===== src/common/snsd_consts.svh =====
// constants for the serial node switch decoder
`ifndef SNSD_CONSTS_SVH
`define SNSD_CONSTS_SVH

// ----------------------------------------------------------------
// switch bank layout (switch n sits at bit n-1)
// ----------------------------------------------------------------
`define SNSD_SW_WIDTH 8
`define SNSD_ADDR_LSB 0
`define SNSD_ADDR_MSB 5
`define SNSD_RATE_LSB 6
`define SNSD_RATE_MSB 7

// ----------------------------------------------------------------
// field codes
// ----------------------------------------------------------------
`define SNSD_ADDR_FROM_NVM 6'h00
`define SNSD_RATE_FROM_NVM 2'h0
`define SNSD_RATE_9K6 2'h1
`define SNSD_RATE_38K4 2'h2
`define SNSD_RATE_115K2 2'h3

// ----------------------------------------------------------------
// bit rates and clock-cycle divisors, rounded to nearest
// ----------------------------------------------------------------
`define SNSD_CLK_HZ 250000000
`define SNSD_BAUD_9K6 9600
`define SNSD_BAUD_38K4 38400
`define SNSD_BAUD_115K2 115200
`define SNSD_DIV_9K6 16'((`SNSD_CLK_HZ + (`SNSD_BAUD_9K6 / 2)) / `SNSD_BAUD_9K6)
`define SNSD_DIV_38K4 16'((`SNSD_CLK_HZ + (`SNSD_BAUD_38K4 / 2)) / `SNSD_BAUD_38K4)
`define SNSD_DIV_115K2 16'((`SNSD_CLK_HZ + (`SNSD_BAUD_115K2 / 2)) / `SNSD_BAUD_115K2)

// ----------------------------------------------------------------
// reset values and settle time after reset (synchroniser fill)
// ----------------------------------------------------------------
`define SNSD_ADDR_RST 6'h00
`define SNSD_DIV_RST 16'h0000
`define SNSD_SETTLE_CYC 3'h4
`define SNSD_CNT_RST 3'h0
`define SNSD_CNT_STEP 3'h1

`endif


===== src/common/snsd_pkg.sv =====
// types for the serial node switch decoder
package snsd_pkg;

  typedef logic [5:0] snsd_addr_t;
  typedef logic [1:0] snsd_rate_t;
  typedef logic [15:0] snsd_div_t;
  typedef logic [7:0] snsd_sw_t;

  typedef enum logic [2:0] {
    SNSD_ST_WAIT = 3'b001,
    SNSD_ST_LATCH = 3'b010,
    SNSD_ST_DONE = 3'b100
  } snsd_state_e;

endpackage


===== src/core/snsd_sync.sv =====
// two-flop synchroniser bank for the configuration switches
`timescale 1ns/1ps
module snsd_sync #(
  parameter int WIDTH = 8
) (
  // clock and reset
  input wire logic core_clk_in,
  input wire logic reset_n_in,
  // raw and synchronised levels
  input wire logic [WIDTH-1:0] async_in,
  output logic [WIDTH-1:0] sync_out
);

  logic [WIDTH-1:0] meta_reg;
  logic [WIDTH-1:0] sync_reg;

  // ----------------------------------------------------------------
  // one two-stage chain per switch
  // ----------------------------------------------------------------
  genvar i;
  generate
    for (i = 0; i < WIDTH; i = i + 1) begin : g_bit
      always_ff @(posedge core_clk_in) begin
        if (!reset_n_in) begin
          meta_reg[i] <= 1'b0;
          sync_reg[i] <= 1'b0;
        end else begin
          meta_reg[i] <= async_in[i];
          sync_reg[i] <= meta_reg[i];
        end
      end
    end
  endgenerate

  assign sync_out = sync_reg;

endmodule // snsd_sync


===== src/core/snsd_decode.sv =====
// switch bank decoder for multidrop serial node address and bit rate
// ----------------------------------------------------------------
// Notes on behaviour
// RQ1: switches one to six form the node address, switch one lsb, on is one.
// RQ2: switches seven and eight form the rate code, switch seven lsb.
// RQ3: switch values steer only the multidrop port; point-to-point untouched.
// RQ4: an all-zero switch address selects the stored node address.
// RQ5: a zero rate code selects the stored bit rate.
// RQ6: codes one, two, three select 9.6, 38.4 and 115.2 kbit/s.
// RQ7: switches sampled after reset and held until the next reset.
// ----------------------------------------------------------------
`timescale 1ns/1ps
`include "snsd_consts.svh"
module snsd_decode (
  // clock and reset
  input wire logic core_clk_in,
  input wire logic reset_n_in,
  // switch bank, one bit per switch, on reads as one
  input wire snsd_pkg::snsd_sw_t sw_on_in,
  // non-volatile parameter store
  input wire logic nvm_valid_in,
  input wire snsd_pkg::snsd_addr_t nvm_addr_in,
  input wire snsd_pkg::snsd_div_t nvm_baud_div_in,
  // serial port mode and point-to-point setting
  input wire logic mode_multidrop_in,
  input wire snsd_pkg::snsd_div_t p2p_baud_div_in,
  // decoded multidrop configuration
  output snsd_pkg::snsd_addr_t md_addr_out,
  output snsd_pkg::snsd_div_t md_baud_div_out,
  output snsd_pkg::snsd_rate_t md_rate_code_out,
  output logic addr_from_nvm_out,
  output logic rate_from_nvm_out,
  output logic cfg_valid_out,
  // divisor for whichever port mode is active
  output snsd_pkg::snsd_div_t port_baud_div_out
);
  import snsd_pkg::*;

  // ----------------------------------------------------------------
  // declarations
  // ----------------------------------------------------------------
  snsd_sw_t sw_sync;
  snsd_state_e state_reg;
  snsd_state_e state_next;
  logic [2:0] settle_cnt_reg;
  logic [2:0] settle_cnt_next;
  snsd_addr_t md_addr_reg;
  snsd_div_t md_div_reg;
  snsd_rate_t md_rate_reg;
  logic addr_nvm_reg;
  logic rate_nvm_reg;
  snsd_div_t port_div_reg;

  // ----------------------------------------------------------------
  // switch synchroniser
  // ----------------------------------------------------------------
  snsd_sync #(
    .WIDTH(`SNSD_SW_WIDTH)
  ) u_sync (
    .core_clk_in(core_clk_in),
    .reset_n_in(reset_n_in),
    .async_in(sw_on_in),
    .sync_out(sw_sync)
  );

  // ----------------------------------------------------------------
  // field decode
  // ----------------------------------------------------------------
  wire snsd_addr_t sw_addr = sw_sync[`SNSD_ADDR_MSB:`SNSD_ADDR_LSB]; // [RQ1]
  wire snsd_rate_t sw_rate = sw_sync[`SNSD_RATE_MSB:`SNSD_RATE_LSB]; // [RQ2]
  wire addr_use_nvm = (sw_addr == `SNSD_ADDR_FROM_NVM); // [RQ4]
  wire rate_use_nvm = (sw_rate == `SNSD_RATE_FROM_NVM); // [RQ5]
  wire snsd_addr_t addr_sel = addr_use_nvm ? nvm_addr_in : sw_addr; // [RQ4]
  wire snsd_div_t table_div =
    (sw_rate == `SNSD_RATE_9K6) ? `SNSD_DIV_9K6 :
    (sw_rate == `SNSD_RATE_38K4) ? `SNSD_DIV_38K4 :
    `SNSD_DIV_115K2; // [RQ6]
  wire snsd_div_t div_sel = rate_use_nvm ? nvm_baud_div_in : table_div; // [RQ5]
  wire settle_done = (settle_cnt_reg == `SNSD_SETTLE_CYC);
  wire do_latch = (state_reg == SNSD_ST_LATCH);
  wire cfg_valid = (state_reg == SNSD_ST_DONE);
  // switches reach only the multidrop divisor
  wire snsd_div_t port_div_sel = mode_multidrop_in ? md_div_reg : p2p_baud_div_in; // [RQ3]

  // ----------------------------------------------------------------
  // capture sequence: settle, wait for store, latch once
  // ----------------------------------------------------------------
  always_comb begin
    state_next = state_reg;
    case (state_reg)
      SNSD_ST_WAIT: begin
        if (settle_done && nvm_valid_in) begin
          state_next = SNSD_ST_LATCH;
        end
      end
      SNSD_ST_LATCH: begin
        state_next = SNSD_ST_DONE;
      end
      SNSD_ST_DONE: begin
        state_next = SNSD_ST_DONE; // [RQ7]
      end
      default: begin
        state_next = SNSD_ST_WAIT;
      end
    endcase
  end

  assign settle_cnt_next = settle_done ? settle_cnt_reg : 3'(settle_cnt_reg + `SNSD_CNT_STEP);

  always_ff @(posedge core_clk_in) begin
    if (!reset_n_in) begin
      state_reg <= SNSD_ST_WAIT;
      settle_cnt_reg <= `SNSD_CNT_RST;
    end else begin
      state_reg <= state_next;
      settle_cnt_reg <= settle_cnt_next;
    end
  end

  // ----------------------------------------------------------------
  // latched configuration
  // ----------------------------------------------------------------
  always_ff @(posedge core_clk_in) begin
    if (!reset_n_in) begin
      md_addr_reg <= `SNSD_ADDR_RST;
      md_div_reg <= `SNSD_DIV_RST;
      md_rate_reg <= `SNSD_RATE_FROM_NVM;
      addr_nvm_reg <= 1'b0;
      rate_nvm_reg <= 1'b0;
    end else if (do_latch) begin
      md_addr_reg <= addr_sel; // [RQ7]
      md_div_reg <= div_sel; // [RQ7]
      md_rate_reg <= sw_rate;
      addr_nvm_reg <= addr_use_nvm;
      rate_nvm_reg <= rate_use_nvm;
    end
  end

  always_ff @(posedge core_clk_in) begin
    if (!reset_n_in) begin
      port_div_reg <= `SNSD_DIV_RST;
    end else begin
      port_div_reg <= port_div_sel; // [RQ3]
    end
  end

  // ----------------------------------------------------------------
  // outputs
  // ----------------------------------------------------------------
  assign md_addr_out = md_addr_reg;
  assign md_baud_div_out = md_div_reg;
  assign md_rate_code_out = md_rate_reg;
  assign addr_from_nvm_out = addr_nvm_reg;
  assign rate_from_nvm_out = rate_nvm_reg;
  assign cfg_valid_out = cfg_valid;
  assign port_baud_div_out = port_div_reg;

  // ----------------------------------------------------------------
  // checks
  // ----------------------------------------------------------------
  addr_switch_map_a: assert property ( // [RQ1]
    @(posedge core_clk_in) disable iff (!reset_n_in)
    (do_latch && !addr_use_nvm) |=>
      (md_addr_out == $past(sw_sync[`SNSD_ADDR_MSB:`SNSD_ADDR_LSB])) && !addr_from_nvm_out &&
      cfg_valid_out
  ) else $error("switch address not latched");

  rate_switch_map_a: assert property ( // [RQ2]
    @(posedge core_clk_in) disable iff (!reset_n_in)
    do_latch |=> (md_rate_code_out ==
      {$past(sw_sync[`SNSD_RATE_MSB]), $past(sw_sync[`SNSD_RATE_LSB])})
  ) else $error("rate code bits misordered");

  p2p_untouched_a: assert property ( // [RQ3]
    @(posedge core_clk_in) disable iff (!reset_n_in)
    (!mode_multidrop_in ##1 1'b1) |-> (port_baud_div_out == $past(p2p_baud_div_in))
  ) else $error("point-to-point divisor altered");

  addr_nvm_fallback_a: assert property ( // [RQ4]
    @(posedge core_clk_in) disable iff (!reset_n_in)
    (do_latch && sw_sync[`SNSD_ADDR_MSB:`SNSD_ADDR_LSB] == `SNSD_ADDR_FROM_NVM) |=>
      (md_addr_out == $past(nvm_addr_in)) && addr_from_nvm_out
  ) else $error("stored address not used");

  rate_nvm_fallback_a: assert property ( // [RQ5]
    @(posedge core_clk_in) disable iff (!reset_n_in)
    (do_latch && sw_sync[`SNSD_RATE_MSB:`SNSD_RATE_LSB] == `SNSD_RATE_FROM_NVM) |=>
      (md_baud_div_out == $past(nvm_baud_div_in)) && rate_from_nvm_out
  ) else $error("stored bit rate not used");

  rate_table_a: assert property ( // [RQ6]
    @(posedge core_clk_in) disable iff (!reset_n_in)
    (do_latch && sw_sync[`SNSD_RATE_MSB:`SNSD_RATE_LSB] != `SNSD_RATE_FROM_NVM) |=>
      (md_baud_div_out == (($past(sw_rate) == `SNSD_RATE_9K6) ? `SNSD_DIV_9K6 :
                           ($past(sw_rate) == `SNSD_RATE_38K4) ? `SNSD_DIV_38K4 :
                           `SNSD_DIV_115K2))
  ) else $error("bit rate divisor wrong");

  config_hold_a: assert property ( // [RQ7]
    @(posedge core_clk_in) disable iff (!reset_n_in)
    cfg_valid_out |=> cfg_valid_out && $stable(md_addr_out) && $stable(md_baud_div_out)
  ) else $error("latched configuration changed");

  latch_timing_a: assert property ( // [RQ7]
    @(posedge core_clk_in) disable iff (!reset_n_in)
    (!cfg_valid_out && !do_latch && settle_done && nvm_valid_in) |=>
      do_latch ##1 cfg_valid_out
  ) else $error("latch sequence late");

  // no latch before the synchroniser has settled
  settle_first_a: assert property ( // [RQ7]
    @(posedge core_clk_in) disable iff (!reset_n_in)
    (!settle_done && !cfg_valid_out) |=> !do_latch && !cfg_valid_out
  ) else $error("latched before settle");

  store_wait_a: assert property ( // [RQ7]
    @(posedge core_clk_in) disable iff (!reset_n_in)
    (!cfg_valid_out && !do_latch && !nvm_valid_in) |=> !do_latch && !cfg_valid_out
  ) else $error("latched without valid store");

  md_port_path_a: assert property ( // [RQ3]
    @(posedge core_clk_in) disable iff (!reset_n_in)
    (mode_multidrop_in ##1 1'b1) |-> (port_baud_div_out == $past(md_baud_div_out))
  ) else $error("multidrop divisor not routed");

endmodule // snsd_decode


===== config.mk =====
export PLATFORM = sky130hd
export DESIGN_NAME = snsd_decode
export DESIGN_NICKNAME = d
export VERILOG_FILES = /design/src/common/snsd_pkg.sv /design/src/core/snsd_sync.sv /design/src/core/snsd_decode.sv
export VERILOG_INCLUDE_DIRS = /design/src /design/src/common
export SDC_FILE = /design/constraint.sdc
export NUM_CORES = 1
export LEC_CHECK = 0
export ABC_CLOCK_PERIOD_IN_PS = 1500
export BUFFER_PORTS_ARGS = -buffer_cell sky130_fd_sc_hd__buf_2
export CAP_MARGIN = 10
export CORE_MARGIN = 2
export CORE_UTILIZATION = 30
export DETAILED_ROUTE_END_ITERATION = 8
export HOLD_SLACK_MARGIN = 0.1
export SYNTH_ARGS = -nofsm -noshare
export SYNTH_HDL_FRONTEND = slang
export SYNTH_SLANG_ARGS = --single-unit

===== constraint.sdc =====
create_clock -name core_clk_in -period 1.5 [get_ports core_clk_in]
set_clock_uncertainty 0.2 [all_clocks]
set_input_delay 0.225 -clock core_clk_in [delete_from_list [all_inputs] [get_ports core_clk_in]]
set_output_delay 0.225 -clock core_clk_in [all_outputs]
set_load 0.02 [all_outputs]

======== After elaboration in Yosys (flattened, before gate mapping) ========
Cells that the tools add are included.
Widths: inputs -> output; s select.
storage, ports and cells
  register bits after elaboration ......... 64
  input bits .............................. 50
  logic and storage cells ................. 43
cells by class
  add/sub/neg operators ................... 1
  eq/ne operators ......................... 7
  multiplexer cells ....................... 7
  reductions and logical operators ........ 4
operators with widths
  cell                 count
  $mux 16              2
  $mux 15              1
  $mux 13              1
  $eq 3x3->1 const B   2
  $logic_not 6->1      1
  $mux 6               1
  $pmux 3 s2           1
  $add 3x1->3 const B  1
  $eq 3x1->1 const B   1
  $eq 3x2->1 const B   1
  $mux 3               1
  $eq 2x1->1 const B   1
  $eq 2x2->1 const B   1
  $logic_not 2->1      1
  $ne 2x2->1 const B   1
  $reduce_or 2->1      1
  $logic_and 1x1->1    1

======== Logic depth before layout (Yosys ltp) ========
  depth in word-level cells ............... 4
  depth in mapped cells ................... 7

======== Hierarchy ========
Synthesis repeated with hierarchy kept, for this count alone.
unflattened totals
  cell total of the unflattened synthesis .. 243
  area total of the unflattened synthesis .. 2581.2 um^2
modules (own cells, without submodules)
  module       instances  cells each  area an instance (um^2)  sequential area each (um^2)
  snsd_decode  1          210         2134.5                   960.9
  snsd_sync    1          33          446.7                    320.3

======== Worst setup path after synthesis ========
OpenSTA, ideal clock, no wires.
  path type ............................... register to register
  start ................................... reg u_sync.sync_reg[6], in the netlist u_sync.sync_out[6]
  end ..................................... reg md_div_reg[11], in the netlist md_baud_div_out[11]
  setup time .............................. 122 ps
  arrival ................................. 1194 ps
  setup slack ............................. -16 ps
  stages on the path, launching flop included .. 7
  path buffers ............................ 2
  clock period less this slack ............ 1516 ps
  cell sequence ........................... dfxtp_1 -> inv_1 -> ha_1 -> buf_2 -> buf_2 -> a211oi_1 -> nor3b_1
RTL lines
  what                               RTL line            RTL
  from (decl)                        snsd_sync.sv:15     logic [WIDTH-1:0] sync_reg;
  from (signal, indexed assignment)  snsd_sync.sv:29     sync_reg[i] <= meta_reg[i];
  $logic_not 2->1 (no source line)   -
  via rate_use_nvm                   snsd_decode.sv:72   wire rate_use_nvm = (sw_rate == `SNSD_RATE_FROM_NVM);
  $mux 16                            snsd_decode.sv:78   wire snsd_div_t div_sel = rate_use_nvm ? nvm_baud_div_in : table_div;
  to (signal assigned)               snsd_decode.sv:126  md_div_reg <= `SNSD_DIV_RST;
  to (signal assigned)               snsd_decode.sv:132  md_div_reg <= div_sel;
  to (decl)                          snsd_decode.sv:48   snsd_div_t md_div_reg;
The timed path passes the listed nets, and every way through them passes these cells.
A chain may end at the register's enable or synchronous reset.

======== Worst setup path in the final report ========
  start ................................... reg state_reg[2]
  end ..................................... out cfg_valid_out
on the way
  word-level cells in the longest chain between the ends .. 1
RTL lines
  what                    RTL line            RTL
  from (decl)             snsd_decode.sv:43   snsd_state_e state_reg;
  from (signal assigned)  snsd_decode.sv:115  state_reg <= state_next;
  $eq 3x3->1              snsd_decode.sv:81   wire cfg_valid = (state_reg == SNSD_ST_DONE);
  to (decl)               snsd_decode.sv:33   output logic cfg_valid_out,
No other way between the ends.

==> impl_metrics.json <==
{
  "numPortBuffers": 92,
  "dpl.cell_count": 438,
  "cts-root-buf": "clkbuf_8",
  "ys_types": 31,
  "finalCritPeriodShare_pct": 104,
  "drive_above_1_share_pct": 35.6,
  "rsz0062_at_grt": "yes",
  "synth_top_area_share_pct": 50.0,
  "synth-seq-cells": 64,
  "p_leak_uw": 0.00201,
  "gp_congestion": 0.713,
  "die_area_um2": 9300,
  "routed_wl_um": 6610,
  "fmax_mhz": 644,
  "post-route-util_pct": 50.2,
  "synth_fa_ha_area_share_pct": 2.93,
  "ys_seq_area_share_pct": 50.0,
  "required_ns": 1.07,
  "grt_max_degree": 35,
  "syn_nets": 300,
  "place_ws_ns": 0.00594,
  "r2r_slack_ns": -0.04,
  "synth_top_family_by_area": "simple AND/OR/NAND/NOR gates",
  "grt_pass1_wl_um": 9670,
  "synth_largest_area_cell": "dfxtp_1",
  "ant_nets": 0,
  "ys_warn_count": 0,
  "final_area_um2": 4150,
  "die_w_um": 96.4,
  "synth_xor_area_share_pct": 0.684,
  "die_h_um": 96.4,
  "status": "complete, but fails checks",
  "hold_viol": 0,
  "grt-ovfl-total": 0,
  "cts_sinks": 64,
  "drc": 0,
  "maxCapViolCount": 0,
  "wl_per_cell_um": 12.8,
  "layout_commonest_cell": "buf_2",
  "dr.pass1.iters": 3,
  "hold_slack_ns": 0.175,
  "multiInputGateArea_um2": 1200,
  "grt_use_met1_pct": 14.0,
  "path_max_fanout": 3,
  "period_needed_ns": 1.55,
  "initial_core_util_pct": 31.0,
  "numCtsBuffers": 9,
  "layout_common_cells": "91 x buf_2, 61 x dfxtp_1, 48 x dlygate4sd3_1",
  "netlist_area_um2": 2560,
  "final_cells": 518,
  "dp_hpwl_um": 4120,
  "synth.area.mux_share_pct": 11.3,
  "ir_drop_uv": 400,
  "cp.arrival_ns": 1.13,
  "setup_viol": 8,
  "relSlewSlack_pct": 72.3,
  "synth_compound_area_share_pct": 10.5,
  "maxSlewViolCount": 0,
  "synth_simple_gate_area_share_pct": 19.3,
  "cts_tree": "built",
  "hp-class": "input pin to register",
  "path_class": "register to output port",
  "synthCells": 244,
  "final_nets": 464,
  "vias": 2291,
  "grt_pass1_vias": 2217,
  "grt_util_met3_pct": 5.20,
  "grt_util_met2_pct": 25.2,
  "cp-end-kind": "output port",
  "syn_to_final_growth_pct": 61.8,
  "grt.busiest_layer": "met2",
  "synth_area_leaders": "dfxtp_1 50%, mux2i_1 11%, nor2b_1 5.1%",
  "antenna_found_initial": 0,
  "avgSynthCellArea_um2": 10.5,
  "fill_cells": 793,
  "vias_per_cell": 4.42,
  "seqCellArea_um2": 1280,
  "worst_slew_pin_slew_ns": 0.412,
  "pin_count": 93,
  "clock_path_buffers": 2,
  "core_um2": 8260,
  "htree_levels": 3,
  "pwr_density_cell_nw_per_um2": 843,
  "failed_checks": "setup timing",
  "track_usage_pct": 13.7,
  "setup_ws_ns": -0.0532,
  "place_area_um2": 3210,
  "antenna_cells": 0,
  "drt_iter0_markers": 26,
  "path_clk_slew_ns": 0.07,
  "num_rows": 33,
  "clk_latency_ns": 0.34,
  "start_kind": "register"
}
## final cells by class
class                   count  area share (%)
multi-input cells         155            29.0
clock buffers              13            3.59
well taps                 105            3.17
repair buffers            170            32.1
clock inverters             3           0.423
flip-flops and latches     64            31.0
inverters                   8           0.724
## Yosys cell counts, drive strengths merged
master / instances
nor2: 3
buf: 10
nand3b: 3
nand3: 4
dfxtp: 64
a21oi: 1
nand2: 21
a211oi: 2
ha: 6
nor3b: 5
o211a: 11
mux2i: 29
nor3: 1
clkbuf: 7
nor4: 1
a31oi: 2
or3b: 1
and2: 17
o211ai: 2
xnor2: 2
a21boi: 13
nand4: 6
o21ai: 3
nand4b: 1
nor2b: 21
inv: 8
## worst paths after layout
| kind | startpoint | to | depth (start not counted) |
|---|---|---|---|
| setup / recovery | state_reg[2]$_SDFFE_PN0P_ | cfg_valid_out | 3 |
| hold reg to reg | u_sync.meta_reg[3]$_SDFF_PN0_ | u_sync.sync_out[3]$_SDFF_PN0_ | 1 |
| hold / removal | mode_multidrop_in | port_baud_div_out[15]$_SDFF_PN0_ | 4 |
| setup reg to reg | state_reg[2]$_SDFFE_PN0P_ | md_addr_out[5]$_SDFFE_PN0N_ | 6 |
## worst max-delay path, stage by stage (launching register included)
cell and delay, ns:
dfxtp_2 0.36, buf_6 0.10, nor3b_4 0.19, buf_6 0.15
## cells by family after synthesis
group,count (synthesis)
buffers and inverters,25
adder cells (fa/ha/maj),6
AND/OR/NAND/NOR,84
multiplexers,29
AO/OA/AOI/OAI,34
XOR/XNOR,2
flip-flops,64
## metal layers
metal	wire length (um)	up-vias
li1	-	1159
met1	2720	1061
met2	3400	63
met3	403	8
met4	82	0
met5	0	-
## through the flow
step	total power, uW	setup TNS, ns
2_1_floorplan	1990	0
3_3_place_gp	2120	0
3_5_place_dp	2130	0
4_1_cts	3530	-0.170
5_1_grt	3690	-0.835
6_report	3490	-0.248
## power by group
part | internal [uW] | switching [uW] | leakage [uW]
logic | 264 | 177 | 0.00140
clock network | 641 | 639 | 0.0000834
registers | 1750 | 23.3 | 0.000523
## what timing repair did
action,CTS,global route
hold endpoints to repair,48,0
buffers inserted,6,5
resized for setup,12,18
hold buffers,48,0
gates cloned,0,5
pin swaps,6,10
endpoints found under the setup margin,3,24
Note: power is estimated with default switching activity, not from simulation.
